### src/include/ubra_pkg.sv
// constants shared by both ends of the banked register link
package ubra_pkg;
  // register offsets on the link
  localparam logic [2:0] OFF_DIV_LOW = 3'h0;
  localparam logic [2:0] OFF_DIV_HIGH = 3'h1;
  localparam logic [2:0] OFF_ENH_CTRL = 3'h2;
  localparam logic [2:0] OFF_LINE_CTRL = 3'h3;
  localparam logic [2:0] OFF_MODEM_CTRL = 3'h4;
  localparam logic [2:0] OFF_RESUME_FIRST = 3'h4;
  localparam logic [2:0] OFF_RESUME_SECOND = 3'h5;
  localparam logic [2:0] OFF_STOP_FIRST = 3'h6;
  localparam logic [2:0] OFF_THRESHOLD = 3'h6;
  localparam logic [2:0] OFF_STOP_SECOND = 3'h7;
  localparam logic [2:0] OFF_TRIGGER = 3'h7;
  localparam logic [2:0] OFF_FIFO_READY = 3'h7;
  // bank select values of line_control
  localparam logic [7:0] LC_DIVISOR_BANK = 8'h80;
  localparam logic [7:0] LC_ENHANCED_BANK = 8'hBF;
  localparam logic [7:0] LC_NORMAL_BANK = 8'h00;
  // field positions
  localparam int LC_DIV_ACCESS_BIT = 7;
  localparam int ENH_ENABLE_BIT = 4;
  localparam int MC_HIDDEN_BIT = 6;
  localparam int MC_LOOPBACK_BIT = 4;
  localparam int MC_PRESCALE_BIT = 7;
  // masks used by the host sequences and by the device write protection
  localparam logic [7:0] ENH_ENABLE_MASK = 8'h10;
  localparam logic [7:0] MC_HIDDEN_MASK = 8'h40;
  localparam logic [7:0] MC_READY_KEEP_MASK = 8'hEF;
  localparam logic [7:0] MC_PRESCALE_CLR_MASK = 8'h7F;
  localparam logic [7:0] MC_PRESCALE_SET_MASK = 8'h80;
  localparam logic [7:0] MC_PROTECTED_MASK = 8'hE0;
  // reset values
  localparam logic [7:0] REG_RESET = 8'h00;
  // prescaler divide ratios
  localparam logic [1:0] PRESCALE_DIV4_LAST = 2'h3;
  // host software port: offsets of its own registers
  localparam logic [2:0] HOFF_COMMAND = 3'h0;
  localparam logic [2:0] HOFF_VALUE1 = 3'h1;
  localparam logic [2:0] HOFF_VALUE2 = 3'h2;
  localparam logic [2:0] HOFF_STATUS = 3'h3;
  localparam logic [2:0] HOFF_RESULT = 3'h4;
  // host commands
  localparam logic [3:0] CMD_BAUD = 4'h1;
  localparam logic [3:0] CMD_CHARS_FIRST = 4'h2;
  localparam logic [3:0] CMD_CHARS_SECOND = 4'h3;
  localparam logic [3:0] CMD_FLOW_MODE = 4'h4;
  localparam logic [3:0] CMD_THRESHOLD = 4'h5;
  localparam logic [3:0] CMD_TRIGGER = 4'h6;
  localparam logic [3:0] CMD_READ_READY = 4'h7;
  localparam logic [3:0] CMD_PRESCALE1 = 4'h8;
  localparam logic [3:0] CMD_PRESCALE4 = 4'h9;
  // data sources of a host step
  localparam logic [3:0] SRC_CONST = 4'h0;
  localparam logic [3:0] SRC_VALUE1 = 4'h1;
  localparam logic [3:0] SRC_VALUE2 = 4'h2;
  localparam logic [3:0] SRC_TEMP1 = 4'h3;
  localparam logic [3:0] SRC_TEMP2 = 4'h4;
  localparam logic [3:0] SRC_TEMP3 = 4'h5;
  localparam logic [3:0] SRC_T2_ENH = 4'h6;
  localparam logic [3:0] SRC_T3_HIDDEN = 4'h7;
  localparam logic [3:0] SRC_T3_PRE_CLR = 4'h8;
  localparam logic [3:0] SRC_T3_PRE_SET = 4'h9;
  localparam logic [3:0] SRC_T1_READY = 4'hA;
  // read destinations
  localparam logic [1:0] DST_TEMP1 = 2'h0;
  localparam logic [1:0] DST_TEMP2 = 2'h1;
  localparam logic [1:0] DST_TEMP3 = 2'h2;
  localparam logic [1:0] DST_RESULT = 2'h3;

  // one step of a host sequence
  typedef struct packed {
    logic last;
    logic is_read;
    logic [2:0] addr;
    logic [3:0] src;
    logic [7:0] konst;
    logic [1:0] dst;
  } ubra_step_t;

  // host sequencer states
  typedef enum logic [3:0] {
    HS_IDLE = 4'b0001,
    HS_RUN = 4'b0010,
    HS_RD_STROBE = 4'b0100,
    HS_RD_DATA = 4'b1000
  } ubra_hstate_t;
endpackage

### src/include/ubra_if.sv
// parallel register link between host and device
`timescale 1ns/100ps
interface ubra_if;
  logic [2:0] addr;
  logic [7:0] wdata;
  logic wr;
  logic rd;
  logic [7:0] rdata;
  modport device (input addr, input wdata, input wr, input rd, output rdata);
  modport host (output addr, output wdata, output wr, output rd, input rdata);
endinterface

### src/verilog/ubra_host.sv
// host sequencer that walks the banked access recipes on the register link
//
// The plain strobed port is this design's own decision.
`timescale 1ns/100ps
module ubra_host
  import ubra_pkg::*;
(
  // clock and reset
  input wire logic sys_clk,
  input wire logic srst,
  // software port
  input wire logic [2:0] sw_addr,
  input wire logic [7:0] sw_wdata,
  input wire logic sw_wr,
  input wire logic sw_rd,
  output logic [7:0] sw_rdata,
  // register link
  ubra_if.host link
);
  ubra_hstate_t state_r;
  logic [3:0] cmd_r;
  logic [3:0] step_r;
  logic [7:0] value1_r;
  logic [7:0] value2_r;
  logic [7:0] temp1_r;
  logic [7:0] temp2_r;
  logic [7:0] temp3_r;
  logic [7:0] result_r;
  logic [7:0] sw_rdata_r;
  logic [2:0] addr_r;
  logic [7:0] wdata_r;
  logic wr_r;
  logic rd_r;
  ubra_step_t st;
  logic [7:0] src_val;

  // one step of the selected recipe
  function automatic ubra_step_t step_of(input logic [3:0] cmd, input logic [3:0] idx);
    ubra_step_t s;
    s = '{last: 1'b0, is_read: 1'b0, addr: OFF_LINE_CTRL, src: SRC_CONST, konst: 8'h00, dst: DST_TEMP1};
    if (cmd == CMD_READ_READY) begin
      unique case (idx)
        4'h0: s = '{1'b0, 1'b1, OFF_MODEM_CTRL, SRC_CONST, 8'h00, DST_TEMP1};
        4'h1: s = '{1'b0, 1'b0, OFF_MODEM_CTRL, SRC_T1_READY, 8'h00, DST_TEMP1};
        4'h2: s = '{1'b0, 1'b1, OFF_FIFO_READY, SRC_CONST, 8'h00, DST_RESULT};
        default: s = '{1'b1, 1'b0, OFF_MODEM_CTRL, SRC_TEMP1, 8'h00, DST_TEMP1};
      endcase
    end else if (cmd == CMD_BAUD || cmd == CMD_CHARS_FIRST || cmd == CMD_CHARS_SECOND || cmd == CMD_FLOW_MODE) begin
      unique case (idx)
        4'h0: s = '{1'b0, 1'b1, OFF_LINE_CTRL, SRC_CONST, 8'h00, DST_TEMP1};
        4'h1: s.konst = (cmd == CMD_BAUD) ? LC_DIVISOR_BANK : LC_ENHANCED_BANK;
        4'h2: begin
          s.addr = (cmd == CMD_BAUD) ? OFF_DIV_LOW : (cmd == CMD_CHARS_FIRST) ? OFF_STOP_FIRST :
                   (cmd == CMD_CHARS_SECOND) ? OFF_STOP_SECOND : OFF_ENH_CTRL;
          s.src = SRC_VALUE1;
        end
        4'h3: begin
          if (cmd == CMD_FLOW_MODE) begin
            s.src = SRC_TEMP1;
            s.last = 1'b1;
          end else begin
            s.addr = (cmd == CMD_BAUD) ? OFF_DIV_HIGH : (cmd == CMD_CHARS_FIRST) ? OFF_RESUME_FIRST : OFF_RESUME_SECOND;
            s.src = SRC_VALUE2;
          end
        end
        default: s = '{1'b1, 1'b0, OFF_LINE_CTRL, SRC_TEMP1, 8'h00, DST_TEMP1};
      endcase
    end else begin
      // hidden-bank recipes share an opening and a closing
      unique case (idx)
        4'h0: s = '{1'b0, 1'b1, OFF_LINE_CTRL, SRC_CONST, 8'h00, DST_TEMP1};
        4'h1: s.konst = LC_ENHANCED_BANK;
        4'h2: s = '{1'b0, 1'b1, OFF_ENH_CTRL, SRC_CONST, 8'h00, DST_TEMP2};
        4'h3: s = '{1'b0, 1'b0, OFF_ENH_CTRL, SRC_T2_ENH, 8'h00, DST_TEMP1};
        4'h4: s.konst = LC_NORMAL_BANK;
        4'h5: s = '{1'b0, 1'b1, OFF_MODEM_CTRL, SRC_CONST, 8'h00, DST_TEMP3};
        4'h6: begin
          s.addr = OFF_MODEM_CTRL;
          s.src = (cmd == CMD_PRESCALE1) ? SRC_T3_PRE_CLR : (cmd == CMD_PRESCALE4) ? SRC_T3_PRE_SET : SRC_T3_HIDDEN;
        end
        4'h7, 4'h8: begin
          if (cmd == CMD_PRESCALE1 || cmd == CMD_PRESCALE4) begin
            // prescale keeps its new modem value: repeat the write instead of restoring
            s.addr = OFF_MODEM_CTRL;
            s.src = (cmd == CMD_PRESCALE1) ? SRC_T3_PRE_CLR : SRC_T3_PRE_SET;
          end else if (idx == 4'h7) begin
            s.addr = (cmd == CMD_THRESHOLD) ? OFF_THRESHOLD : OFF_TRIGGER;
            s.src = SRC_VALUE1;
          end else begin
            s.addr = OFF_MODEM_CTRL;
            s.src = SRC_TEMP3;
          end
        end
        4'h9: s.konst = LC_ENHANCED_BANK;
        4'hA: begin
          s.addr = OFF_ENH_CTRL;
          s.src = SRC_TEMP2;
        end
        default: s = '{1'b1, 1'b0, OFF_LINE_CTRL, SRC_TEMP1, 8'h00, DST_TEMP1};
      endcase
    end
    return s;
  endfunction

  assign st = step_of(cmd_r, step_r);

  // set masks are merged by OR and clear masks by AND so saved bits survive
  always_comb begin
    unique case (st.src)
      SRC_VALUE1: src_val = value1_r;
      SRC_VALUE2: src_val = value2_r;
      SRC_TEMP1: src_val = temp1_r;
      SRC_TEMP2: src_val = temp2_r;
      SRC_TEMP3: src_val = temp3_r;
      SRC_T2_ENH: src_val = temp2_r | ENH_ENABLE_MASK;
      SRC_T3_HIDDEN: src_val = temp3_r | MC_HIDDEN_MASK;
      SRC_T3_PRE_CLR: src_val = temp3_r & MC_PRESCALE_CLR_MASK;
      SRC_T3_PRE_SET: src_val = temp3_r | MC_PRESCALE_SET_MASK;
      SRC_T1_READY: src_val = (temp1_r & MC_READY_KEEP_MASK) | MC_HIDDEN_MASK;
      default: src_val = st.konst;
    endcase
  end

  // recipe walker; a read waits two cycles for its data
  always_ff @(posedge sys_clk) begin
    if (srst) begin
      state_r <= HS_IDLE;
      step_r <= 4'h0;
      wr_r <= 1'b0;
      rd_r <= 1'b0;
      addr_r <= 3'h0;
      wdata_r <= 8'h00;
    end else begin
      wr_r <= 1'b0;
      rd_r <= 1'b0;
      unique case (state_r)
        HS_IDLE: begin
          if (sw_wr && sw_addr == HOFF_COMMAND && sw_wdata[3:0] >= CMD_BAUD && sw_wdata[3:0] <= CMD_PRESCALE4) begin
            state_r <= HS_RUN;
            step_r <= 4'h0;
          end
        end
        HS_RUN: begin
          addr_r <= st.addr;
          wdata_r <= st.is_read ? 8'h00 : src_val;
          wr_r <= ~st.is_read;
          rd_r <= st.is_read;
          if (st.is_read) begin
            state_r <= HS_RD_STROBE;
          end else if (st.last) begin
            state_r <= HS_IDLE;
          end else begin
            step_r <= step_r + 4'h1;
          end
        end
        HS_RD_STROBE: state_r <= HS_RD_DATA;
        HS_RD_DATA: begin
          state_r <= st.last ? HS_IDLE : HS_RUN;
          step_r <= step_r + 4'h1;
        end
        default: state_r <= HS_IDLE;
      endcase
    end
  end

  // read results land in the saved temporaries or in the result register
  always_ff @(posedge sys_clk) begin
    if (srst) begin
      temp1_r <= 8'h00;
      temp2_r <= 8'h00;
      temp3_r <= 8'h00;
      result_r <= 8'h00;
    end else if (state_r == HS_RD_DATA) begin
      unique case (st.dst)
        DST_TEMP1: temp1_r <= link.rdata;
        DST_TEMP2: temp2_r <= link.rdata;
        DST_TEMP3: temp3_r <= link.rdata;
        DST_RESULT: result_r <= link.rdata;
      endcase
    end
  end

  // software registers; command and values are ignored while busy
  always_ff @(posedge sys_clk) begin
    if (srst) begin
      cmd_r <= 4'h0;
      value1_r <= 8'h00;
      value2_r <= 8'h00;
      sw_rdata_r <= 8'h00;
    end else begin
      if (sw_wr && state_r == HS_IDLE) begin
        unique case (sw_addr)
          HOFF_COMMAND: cmd_r <= sw_wdata[3:0];
          HOFF_VALUE1: value1_r <= sw_wdata;
          HOFF_VALUE2: value2_r <= sw_wdata;
          default: ;
        endcase
      end
      sw_rdata_r <= 8'h00;
      if (sw_rd) begin
        unique case (sw_addr)
          HOFF_COMMAND: sw_rdata_r <= {4'h0, cmd_r};
          HOFF_VALUE1: sw_rdata_r <= value1_r;
          HOFF_VALUE2: sw_rdata_r <= value2_r;
          HOFF_STATUS: sw_rdata_r <= {7'h00, state_r != HS_IDLE};
          HOFF_RESULT: sw_rdata_r <= result_r;
          default: sw_rdata_r <= 8'h00;
        endcase
      end
    end
  end

  assign sw_rdata = sw_rdata_r;
  assign link.addr = addr_r;
  assign link.wdata = wdata_r;
  assign link.wr = wr_r;
  assign link.rd = rd_r;
endmodule // ubra_host

### src/flat_wrapper.sv
// flat-port wrapper written by rule: the top's interface ports become plain ports
module ubra_host_flat import ubra_pkg::*;
  (sys_clk, srst, sw_addr, sw_wdata, sw_wr, sw_rd, sw_rdata, link_addr, link_wdata, link_wr, link_rd, link_rdata);
  ubra_if link_i ();
  input wire logic sys_clk;
  input wire logic srst;
  input wire logic [2:0] sw_addr;
  input wire logic [7:0] sw_wdata;
  input wire logic sw_wr;
  input wire logic sw_rd;
  output logic [7:0] sw_rdata;
  output wire logic [$bits(link_i.addr)-1:0] link_addr;
  output wire logic [$bits(link_i.wdata)-1:0] link_wdata;
  output wire logic [$bits(link_i.wr)-1:0] link_wr;
  output wire logic [$bits(link_i.rd)-1:0] link_rd;
  input wire logic [$bits(link_i.rdata)-1:0] link_rdata;
  assign link_addr = link_i.addr;
  assign link_wdata = link_i.wdata;
  assign link_wr = link_i.wr;
  assign link_rd = link_i.rd;
  assign link_i.rdata = link_rdata;
  ubra_host u_core (.sys_clk(sys_clk), .srst(srst), .sw_addr(sw_addr), .sw_wdata(sw_wdata), .sw_wr(sw_wr), .sw_rd(sw_rd), .sw_rdata(sw_rdata), .link(link_i));
endmodule
### config.mk
export PLATFORM = sky130hd
export DESIGN_NAME = ubra_host_flat
export DESIGN_NICKNAME = d
export VERILOG_FILES = /design/src/include/ubra_pkg.sv /design/src/include/ubra_if.sv /design/src/verilog/ubra_host.sv /design/src/flat_wrapper.sv
export SDC_FILE = /design/constraint.sdc
export NUM_CORES = 1
export LEC_CHECK = 0
export BUFFER_PORTS_ARGS = -buffer_cell sky130_fd_sc_hd__buf_2
export CORE_ASPECT_RATIO = 1.75
export CORE_MARGIN = 2
export CORE_UTILIZATION = 55
export DETAILED_ROUTE_END_ITERATION = 7
export GPL_TIMING_DRIVEN = 0
export PLACE_DENSITY_LB_ADDON = 0.05
export SKIP_LAST_GASP = 1
export SLEW_MARGIN = 40
export SYNTH_ARGS = -nofsm -noshare
export SYNTH_HDL_FRONTEND = slang
export SYNTH_SLANG_ARGS = --single-unit
export TNS_END_PERCENT = 100
### constraint.sdc
create_clock -name sys_clk -period 4.58 [get_ports sys_clk]
set_input_delay 0.916 -clock sys_clk [delete_from_list [all_inputs] [get_ports sys_clk]]
set_output_delay 0.916 -clock sys_clk [all_outputs]
set_load 0.02 [all_outputs]
== Word level (Yosys, flattened, before mapping) ==
Cells that the tools add are included.

* Bits in registers: 81
* RAM bits: 0
* Logic and storage cells: 132
* Input bits: 23
* Memories kept: 0
* Output and inout port bits: 21
* Bits in latches: 0
* Bits in read-only memories: 0

* Eq/ne operators: 44
* Multiply operators: 0
* $add $sub $neg: 1
* Reduce and logical (&&, ||, !) cells: 30
* Magnitude comparators: 2
* Shift operators: 0
* Divide/modulo/power cells: 0
* Mux-type cells: 38
* Bitwise operators: 3

{| class="wikitable"
|+ Operator list
! operator !! count
|-
| $pmux 8 s10 || 1
|-
| $pmux 19 s3 || 1
|-
| $pmux 7 s7 || 1
|-
| $eq 4x3->1 const B || 12
|-
| $pmux 8 s5 || 1
|-
| $mux 19 || 2
|-
| $eq 4x4->1 const B || 9
|-
| $mux 4 || 8
|-
| $eq 4x2->1 const B || 7
|-
| $mux 8 || 3
|-
| $pmux 7 s3 || 1
|-
| $eq 4x1->1 const B || 4
|-
| $pmux 4 s4 || 1
|-
| $reduce_and 2->1 || 8
|-
| $mux 3 || 5
|-
| $mux 7 || 2
|-
| $pmux 4 s3 || 1
|-
| $reduce_or 2->1 || 5
|-
| $pmux 2 s2 || 2
|-
| $reduce_or 8->1 || 1
|-
| $eq 3x2->1 const B || 2
|-
| $mux 1 || 6
|-
| $mux 6 || 1
|-
| $reduce_or 3->1 || 2
|-
| other kinds (22) || 32
|}

== Logic depth before layout (Yosys ltp) ==
Gate-level depths: netlist of run 1.

* Depth after elaboration: 10
* Gate-level depth with buffers: 11
* Gate-level depth less buffers: 9

== Worst setup path after synthesis of run 1 ==
OpenSTA, ideal clock, no wires.

* Kind: register to register
* Start point: register u_core.step_r[0]
* End point: register u_core.wdata_r[3] (netlist: u_core.link.wdata[3])
* Arrival time: 2338 ps
* Library setup time: 91 ps
* Slack: 2151 ps
* Stages on the path, launching flop included: 12
* Required time: 4489 ps
* Cell sequence: dfxtp_1 > inv_1 > ha_1 > buf_2 > nor3_1 > o22ai_1 > o211ai_2 > nand2_1 > buf_2 > o22ai_1 > a221oi_1 > a311oi_1

* Cells in the longest elaborated chain, start to end: 9
* Elaborated cells on any way between the ends: 40
* Those cells by class: eq/ne: 20; mux: 13; reduce/logical: 7

{| class="wikitable"
|+ Ends and longest elaborated chain
! what !! line !! source
|-
| from (decl) || ubra_host.sv:22 || <nowiki>logic [3:0] step_r;</nowiki>
|-
| from (signal assigned) || ubra_host.sv:153 || <nowiki>step_r <= step_r + 4'h1;</nowiki>
|-
| from (signal assigned) || ubra_host.sv:159 || <nowiki>step_r <= step_r + 4'h1;</nowiki>
|-
| $eq 4x3->1 || ubra_host.sv:70, ubra_host.sv:86 ||
|-
| $mux 7 || ubra_host.sv:86 || <nowiki>end else if (idx == 4'h7) begin</nowiki>
|-
| $mux 7 || ubra_host.sv:82 || <nowiki>if (cmd == CMD_PRESCALE1 || cmd == CMD_PRESCALE4) begin</nowiki>
|-
| $pmux 7 s7 || ubra_host.sv:70 || <nowiki>unique case (idx)</nowiki>
|-
| $mux 19 || ubra_host.sv:48 || <nowiki>end else if (cmd == CMD_BAUD || cmd == CMD_CHARS_FIRST || cmd == CMD_CHARS_SECOND || cmd == CMD_FLOW_MODE) beg ...</nowiki>
|-
| $mux 19 (*) || ubra_host.sv:41 || <nowiki>if (cmd == CMD_READ_READY) begin</nowiki>
|-
| $eq 4x4->1 (tied with other cells) || ubra_host.sv:109 || <nowiki>unique case (st.src)</nowiki>
|-
| $pmux 8 s10 || ubra_host.sv:109 ||
|-
| $mux 8 (*) || ubra_host.sv:145 || <nowiki>wdata_r <= st.is_read ? 8'h00 : src_val;</nowiki>
|-
| to (signal assigned) || ubra_host.sv:145 ||
|-
| to (decl) || ubra_host.sv:31 || <nowiki>logic [7:0] wdata_r;</nowiki>
|}

Mark *: on every way between the ends. The rest lies on a longest branch, timed or not.
A chain may end at the register's enable or synchronous reset.

== Worst setup path in the final report of run 1 ==
Ends and elaborated chain as after synthesis.

==> out/qor.yml, run 1 <==
timing:
  tightest_slew_ps: 723.5
  post-route-period-util_pct: 69.05
  fin_skew_ps: 5.192
  whs_ps: 480.9
  relSlewSlack_pct: 51.77
  timing.fmax_ghz: 0.3162
  rsz0062_at_grt: "false"
  setup_viol: 0
  min_period_ps: 3163
  hold_viol: 0
  drv_slew: 0
  setup_tns_ps: 0
  timing.final.ws_setup_ps: 1417
logic_synthesis:
  synth_top_family_by_area: "compound AO/OA/AOI/OAI gates"
  async_reset_ff_share_pct: 0
  ys_warn_count: 0
  synth_edf_count: 0
  synth_compound_area_share_pct: 23.63
  synth.yosys.seq_area_share_pct: 36.90
  synth_cell_types: 80
  synth-simple-area-share_pct: 21.16
  ys.flop_type: "dfxtp_1"
  synth_mux_area_share_pct: 13.13
  synth_seq_cells: 81
  synth_area_per_cell_um2: 8.599
  syn_nets: 538
  syn_inst: 511
  syn_area_um2: 4394
  synthXorXnorAreaFrac_pct: 0.3986
  synthAdderAreaFrac_pct: 1.139
floorplan:
  fp.dieH_um: 122.2
  core_um2: 7855
  rows: 43
  fp.dieW_um: 71.57
  die_area_um2: 8748
  initial_utilization_pct: 55.94
  ios: 44
final_layout:
  antennaDiodeCount: 0
  fin_nets: 592
  synthToLayoutAreaGrowth_pct: 14.41
  final_cell_mix: "nor2_1 (91), dfxtp_1 (81), buf_2 (54)"
  mostFrequentLayoutCell: "nor2_1"
  drive_above_1_share_pct: 17.54
  final_util_pct: 64.00
setup_path:
  rrSetupSlack_ps: 1420
  path_cells: "ha_1 > nor3b_2 > a41oi_1 > a31oi_2 > nand2_1 > buf_2 > o22ai_1 > a221oi_1 > a311oi_1"
  crit_type: "register to register"
  crit_arrival_ps: 3410
  required_ps: 4830
  timing.rr.start: "u_core.step_r[0]"
  crit_end: "u_core.link.wdata[3]"
  slowest_stage: "o22ai_1"
  max_stage_delay_ps: 520
  endpoint_kind: "register"
  worstReg2RegEnd: "u_core.link.wdata[3]"
  timing.critical_path.from: "u_core.step_r[0]"
  startpoint_type: "register"
  crit_fanout: 10
  reg2regPathDepth: 9
global_route:
  grt_max_degree: 15
  grt.overflow.total: 0
  grt.total_usage_pct: 32.27
  grt_pass1_wl_um: 21130
  antenna_found_initial: 0
  grt_pass1_vias: 4076
detailed_routing:
  drtIter0Drc: 309
  drc: 0
  first_pass_iters: 5
  routedWlPerCell_um: 20.48
  vias: 4246
  via_per_inst: 6.433
  detail-route-antenna-nets: 0
  drt_wl_total_um: 13520
clock_network:
  clk_path_buf_depth: 2
  cts_made_buffers: 9
  cts_max_level: 3
  clock_latency_ps: 340
  cts_resized: 0
  tritoncts: "done"
  post_cts_buffers: 0
  hold_buffers: 0
  path_clk_slew_ps: 60
  cts.sinks: 81
  cts.root.buffer_cell: "clkbuf_16"
power_and_ir_drop:
  total_power_mw: 1.626
  leakage_nw: 2.272
  p_per_area_nw_per_um2: 323.4
  ir_drop_mv: 0.3096
place:
  post-dp-hpwl_um: 10080
  gp_congestion: 0.9319
  dpl_worst_slack_ps: 1491
  port_buffers: 43
run:
  cap_violations: 0
hold_path:
  hold_class: "register to register"
outcome:
  run_status: "finished clean"
synth_stat cells, types with 3 or more instances:
master,number,area [um2]
nor2_1,91,341.6
dfxtp_1,81,1622
mux2i_1,52,520.5
a21oi_1,35,175.2
nand2_1,30,112.6
o21ai_0,21,105.1
clkbuf_1,16,60.06
nand3_1,13,65.06
buf_2,11,55.05
a31oi_1,10,62.56
a22oi_1,8,60.06
nor3_1,8,40.04
a211oi_1,6,45.04
and3_1,5,31.28
inv_1,5,18.77
o211ai_1,5,37.54
a221oi_1,4,35.03
a311oi_1,4,35.03
and2_1,4,25.02
ha_1,4,50.05
mux2_2,4,45.04
nand2b_1,4,25.02
nand3b_1,4,30.03
nor2b_1,4,25.02
a21o_1,3,22.52
a22o_1,3,26.28
a32oi_1,3,26.28
nor4_1,3,18.77
o31ai_1,3,22.52
or2_2,3,18.77
worst min path at each step:
stage                            from                   end  slack, ps  depth (start not counted)
finish              u_core.temp2_r[3]  u_core.link.wdata[3]        480                          2
global route        u_core.temp2_r[3]  u_core.link.wdata[3]        510                          2
CTS                 u_core.temp2_r[3]  u_core.link.wdata[3]        480                          2
detailed placement  u_core.temp2_r[3]  u_core.link.wdata[3]        480                          2
global placement    u_core.temp2_r[3]  u_core.link.wdata[3]        460                          2
floorplan           u_core.temp2_r[3]  u_core.link.wdata[3]        450                          2
power breakdown:
group          switching, mW  internal, mW
clock network          0.296         0.385
registers             0.0139         0.717
logic                  0.136        0.0774
total                  0.446          1.18
kinds of logic (layout without fill, tap and decap cells):
family | count (synthesis) | count (layout)
AOI/OAI and AO/OA | 142 | 142
xor gates and xnor gates | 2 | 2
adders and majority gates | 4 | 4
buffers and inverters | 35 | 94
DFF | 81 | 81
muxes | 57 | 57
and+or+nand+nor | 190 | 190
area by class of cell:
type                    count  area (um2)
well taps                  90       112.6
multi-input cells         395        2636
clock inverters             5       38.79
repair buffers             43       215.2
flip-flops and latches     81        1622
clock buffers              11       242.7
plain buffers              30       141.4
fillers                   722        2828
inverters                   5       18.77
registers in the layout, summed over array words and instances (netlist names):
name,cells
u_core.temp2_r,8
u_core.temp1_r,8
u_core.result_r,8
u_core.value2_r,8
u_core.value1_r,8
u_core.sw_rdata,8
u_core.state_r,4
u_core.cmd_r,4
u_core.link.rd,1
u_core.link.wr,1
u_core.temp3_r,8
u_core.link.wdata,8
u_core.link.addr,3
u_core.step_r,4
metrics by stage:
| stage | instances | instance area, um2 |
|---|---|---|
| 4_1_cts | 660 | 5004 |
| 6_report | 660 | 5027 |
| 5_1_grt | 660 | 5027 |
| 3_5_place_dp | 644 | 4722 |
| 2_1_floorplan | 511 | 4394 |
| 3_3_place_gp | 644 | 4722 |
layer usage:
| metal | global-route usage [%] | share of wire (%) |
|---|---|---|
| met4 | 21.34 | 6.6 |
| met3 | 5.172 | 4.8 |
| met5 | 0 | 0 |
| met2 | 56.37 | 52 |
| met1 | 35.33 | 37 |
worst max-delay path, delay by kind of cell (launching register included):
kind,cells,cell delay [ps]
flip-flops,1,420
AO/OA/AOI/OAI,5,1660
buffers and inverters,1,200
AND/OR/NAND/NOR,2,570
adder cells (fa/ha/maj),1,200
(Power assumes the default switching activity.)
==> run 2, diff against run 1 <==
- clock period: 4.58 -> 3.1 ns (I/O delays scaled with it)
==> run 2 against run 1 <==
Net effect:
- register-to-register slack worse by 1200 ps
- first-iteration DRC count up 9.4%
- clock power up 50%
- global-route usage about the same
- highest routed layer unchanged
- critical path type unchanged
- via count about the same
==> out/qor.yml, run 2 (synthesized netlist as in run 1, its figures left out) <==
outcome:
  run_status: "finished clean"
timing:
  setup_viol: 0  # unchanged
  timing.fmax_ghz: 0.3412  # +7.9%
  post-route-period-util_pct: 94.54  # +25 points
  tightest_slew_ps: 707.5  # -15.94 ps
  drv_slew: 0  # unchanged
  rsz0062_at_grt: "false"
  min_period_ps: 2931  # -231.8 ps
  timing.final.ws_setup_ps: 169.2  # -1248 ps
  setup_tns_ps: 0  # unchanged
  hold_viol: 0  # unchanged
  relSlewSlack_pct: 52.83  # +1.1 points
  fin_skew_ps: 5.141  # -0.05083 ps
global_route:
  grt_pass1_vias: 4066  # -0.25%
  grt.overflow.total: 0  # unchanged
  grt_max_degree: 15  # unchanged
  grt.total_usage_pct: 32.31  # +0.034 points
  antenna_found_initial: 0  # unchanged
  grt_pass1_wl_um: 21160  # +0.17%
floorplan:
  ios: 44  # unchanged
  initial_utilization_pct: 55.94  # unchanged
  die_area_um2: 8748  # unchanged
  core_um2: 7855  # unchanged
  fp.dieH_um: 122.2  # unchanged
  rows: 43  # unchanged
  fp.dieW_um: 71.57  # unchanged
place:
  port_buffers: 43  # unchanged
  dpl_worst_slack_ps: 11.43  # -1480 ps
  place_area_um2: 4722  # unchanged
  post-dp-hpwl_um: 10080  # unchanged
  dpl.cell_count: 644  # unchanged
  gp_congestion: 0.9319  # unchanged
final_layout:
  final_cell_area_um2: 5051  # +0.47%
  fin_cells: 660  # unchanged
  synthToLayoutAreaGrowth_pct: 14.95
  mostFrequentLayoutCell: "nor2_1"
  final_cell_mix: "nor2_1 (91), dfxtp_1 (81), buf_2 (54)"
  fin_nets: 592  # unchanged
  antennaDiodeCount: 0  # unchanged
  drive_above_1_share_pct: 18.25  # +0.70 points
detailed_routing:
  drt_wl_total_um: 13620  # +0.77%
  routedWlPerCell_um: 20.64  # +0.77%
  drc: 0  # unchanged
  vias: 4243  # -0.071%
  first_pass_iters: 5  # unchanged
  detail-route-antenna-nets: 0  # unchanged
  via_per_inst: 6.429  # about the same
  drtIter0Drc: 338  # +9.4%
setup_path:
  crit_type: "register to register"
  crit_arrival_ps: 3180  # -230 ps
  endpoint_kind: "register"
  crit_fanout: 10  # unchanged
  startpoint_type: "register"
  required_ps: 3350  # -1480 ps
clock_network:
  cts.sinks: 81  # unchanged
  cts.root.buffer_cell: "clkbuf_16"
  clk_path_buf_depth: 2  # unchanged
  post_cts_buffers: 0  # unchanged
  tritoncts: "done"
  cts_max_level: 3  # unchanged
  cts_made_buffers: 9  # unchanged
  hold_buffers: 0  # unchanged
  clock_latency_ps: 340  # about the same
  path_clk_slew_ps: 60  # about the same
run:
  cap_violations: 0  # unchanged
hold_path:
  hold_class: "register to register"
power_and_ir_drop:
  ir_drop_mv: 0.4606  # +49%
  leakage_nw: 2.289  # +0.76%
  p_per_area_nw_per_um2: 478.5  # +48%
## run 2: cell counts in the layout (fill, tap and decap cells not counted)
No cell type changed its count.
## run 2: final timing paths
kind                startpoint                   end  slack [ps]  cells past startpoint
max           u_core.step_r[0]  u_core.link.wdata[3]         170                     11
min reg2reg  u_core.temp2_r[3]  u_core.link.wdata[3]         480                      2
min          u_core.temp2_r[3]  u_core.link.wdata[3]         480                      2
max reg2reg   u_core.step_r[0]  u_core.link.wdata[3]         170                     11
## run 2: layer usage
metal / up-vias / global-route usage [%] / part of all wire (%)
met3: 54 / 5.172 / 4.8
met1: 2003 / 35.33 / 37
met5: - / 0 / 0
met4: 0 / 21.34 / 6.3
met2: 183 / 56.48 / 52
li1: 2003 / - / -
## run 2: layout make-up
class / count / area (um2)
Multi-Input combinational cell: 395 / 2659
Sequential cell: 81 / 1622
Fill cell: 719 / 2804
Clock buffer: 11 / 242.7
Clock inverter: 5 / 38.79
Tap cell: 90 / 112.6
Buffer: 30 / 142.6
Timing Repair Buffer: 43 / 215.2
Inverter: 5 / 18.77
## run 2: per-stage QoR
stage | power (mW) | util, % | hold slack (ps)
2_1_floorplan | 1.302 | - | 448.9
3_3_place_gp | 1.397 | 60.11 | 462.4
3_5_place_dp | 1.401 | 60.11 | 476.8
4_1_cts | 2.400 | 63.78 | 484.5
5_1_grt | 2.483 | 64.30 | 510.7
6_report | 2.417 | 64.30 | 484.4
## run 2: report_power, final
part           switching, mW  total, mW  internal [mW]
clock                  0.450       1.02          0.569
sequential            0.0210       1.08           1.06
combinational          0.203      0.318          0.115
total                  0.674       2.42           1.74
## run 2: worst max-delay path, stage by stage (launching register included)
cell,delay (ps)
dfxtp_1,420
inv_1,90
ha_1,190
buf_2,170
nor3_1,430
o22ai_2,240
nand3b_1,230
nand2_2,150
buf_6,190
nor3_2,320
a221oi_1,130
a311oi_1,270
## run 2: what timing repair did
action,4_1_cts,5_1_grt
setup endpoints to repair,1,4
resized for setup,1,5
pin swaps,0,0
==> run 3, diff against run 2 <==
- CELL_PAD_IN_SITES_DETAIL_PLACEMENT: unset -> 1
- CELL_PAD_IN_SITES_GLOBAL_PLACEMENT: unset -> 1
- CORE_MARGIN: 2 -> unset
- CORE_UTILIZATION: 55 -> 45
==> run 3 against run 2 <==
Net effect:
- worst hold slack lost 11 ps
- sequential cell count is the same
- maximum frequency shrank 1.7%
- final area grew 0.62%
- total power shrank 2.7%
- via count grew 0.42%
- clock skew grew 5.3 ps
- first-iteration DRC count shrank 36%
- cell count grew 4.5%
- critical path depth is the same
- combinational power grew 2%
- highest routed layer unchanged
==> out/qor.yml, run 3 (synthesized netlist as in run 1, its figures left out) <==
clock_network:
  cts_made_buffers: 9  # unchanged
  clk_path_buf_depth: 2  # unchanged
  cts.root.buffer_cell: "clkbuf_16"
  clock_latency_ps: 340  # about the same
  cts_max_level: 3  # unchanged
  cts.sinks: 81  # unchanged
  path_clk_slew_ps: 70  # about the same
  hold_buffers: 0  # unchanged
  tritoncts: "done"
final_layout:
  antennaDiodeCount: 0  # unchanged
  final_cell_area_um2: 5082  # +0.62%
  final_cell_mix: "nor2_1 (91), dfxtp_1 (81), buf_2 (54)"
  final_util_pct: 53.68  # -11 points
  synthToLayoutAreaGrowth_pct: 15.66
  fin_nets: 593  # +0.17%
  fin_cells: 690  # +4.5%
  nFillCells: 1146  # +59%
  mostFrequentLayoutCell: "nor2_1"
  drive_above_1_share_pct: 18.49  # +0.24 points
timing:
  tightest_slew_ps: 674.2  # -33.28 ps
  timing.fmax_ghz: 0.3352  # -1.7%
  fin_skew_ps: 10.44  # +5.302 ps
  relSlewSlack_pct: 55.05  # +2.2 points
  drv_slew: 0  # unchanged
  whs_ps: 473.7  # -10.70 ps
  setup_tns_ps: 0  # unchanged
  setup_viol: 0  # unchanged
  min_period_ps: 2983  # +52.19 ps
  post-route-period-util_pct: 96.22  # +1.7 points
  hold_viol: 0  # unchanged
setup_path:
  endpoint_kind: "register"
  crit_type: "register to register"
  timing.rr.start: "u_core.step_r[0]"
  crit_fanout: 10  # unchanged
  required_ps: 3280  # -70 ps
  startpoint_type: "register"
  crit_arrival_ps: 3160  # -20 ps
  timing.critical_path.from: "u_core.step_r[0]"
outcome:
  run_status: "finished clean"
detailed_routing:
  drc: 0  # unchanged
  drtIter0Drc: 218  # -36%
  drt_wl_total_um: 15300  # +12%
  detail-route-antenna-nets: 0  # unchanged
  routedWlPerCell_um: 22.17  # +7.4%
  first_pass_iters: 5  # unchanged
  via_per_inst: 6.175  # -3.9%
  vias: 4261  # +0.42%
place:
  post-dp-hpwl_um: 11460  # +14%
  port_buffers: 43  # unchanged
  gp_congestion: 0.8671  # -7.0%
  place_area_um2: 4768  # +0.98%
  dpl.cell_count: 676  # +5.0%
floorplan:
  initial_utilization_pct: 46.41  # -9.5 points
  ios: 44  # unchanged
  fp.dieW_um: 76.70  # +7.2%
  die_area_um2: 10180  # +16%
  fp.dieH_um: 132.7  # +8.6%
  core_um2: 9468  # +21%
  rows: 47  # +9.3%
global_route:
  grt_pass1_vias: 4435  # +9.1%
  grt_max_degree: 13  # -2
  antenna_found_initial: 0  # unchanged
  grt.total_usage_pct: 30.64  # -1.7 points
  grt_pass1_wl_um: 23710  # +12%
  grt.overflow.total: 0  # unchanged
hold_path:
  hold_class: "register to register"
  hp-start: "u_core.temp2_r[3]"
power_and_ir_drop:
  ir_drop_mv: 0.3698  # -20%
  leakage_nw: 2.286  # -0.14%
  p_per_area_nw_per_um2: 462.6  # -3.3%
run:
  cap_violations: 0  # unchanged
-- run 3: changes by cell type in the layout (fill, tap and decap cells not counted), sizes merged --
cell,before,now
buf,57,58
clkinv,3,4
inv,6,5
clkinvlp,1,0
clkbuf,27,25
-- run 3: path summary, 6_finish.rpt --
check,end,slack (ps),cells after the start
setup reg to reg,u_core.link.wdata[2],120,11
hold / removal,u_core.link.wdata[3],470,2
hold reg to reg,u_core.link.wdata[3],470,2
setup / recovery,u_core.link.wdata[2],120,11
-- run 3: area by class of cell --
cell class / instances / area [um2] / share of cell area (%)
timing repair buffer: 44 / 222.7 / 4.382
sequential: 81 / 1622 / 31.91
clock inverter: 4 / 23.77 / 0.4678
inverter: 5 / 18.77 / 0.3693
buffer: 30 / 142.6 / 2.807
multi-input combinational: 395 / 2675 / 52.63
clock buffer: 9 / 225.2 / 4.431
tap: 122 / 152.6 / 3.003
-- run 3: through the flow --
step                      power (mW)  worst slack (ps)
after floorplan                1.302             670.9
after global placement         1.402             59.29
after detailed placement       1.411            -83.63
after CTS                      2.352            -66.92
after global routing           2.429            -9.456
final                          2.351             117.1
-- run 3: layer usage --
metal	share of wire (%)	global-route usage (%)	vias to the layer above
met1	38	32.59	2094
met3	3.1	3.103	47
met5	0	0	-
li1	-	-	1990
met4	6.5	21.37	0
met2	53	55.56	130
-- run 3: power breakdown --
part | total (mW) | internal [mW] | leakage, nW | switching [mW]
sequential | 1.08 | 1.06 | 0.653 | 0.0225
clock | 0.944 | 0.526 | 0.127 | 0.418
combinational | 0.325 | 0.116 | 1.51 | 0.209
-- run 3: timing repair --
action / CTS / global route
buffers inserted: 0 / 1
pin swaps: 0 / 1
gates resized for setup: 2 / 7
setup endpoints to repair: 4 / 8
-- run 3: worst max-delay path, cell delays in order, from the launching register on --
cell and delay [ps]:
dfxtp_1 450, inv_1 110, ha_1 200, buf_2 170
and3b_1 240, a21oi_2 350, o211ai_2 200, nand2_1 150
buf_2 250, o22ai_4 140, a221oi_1 420, a211oi_1 150
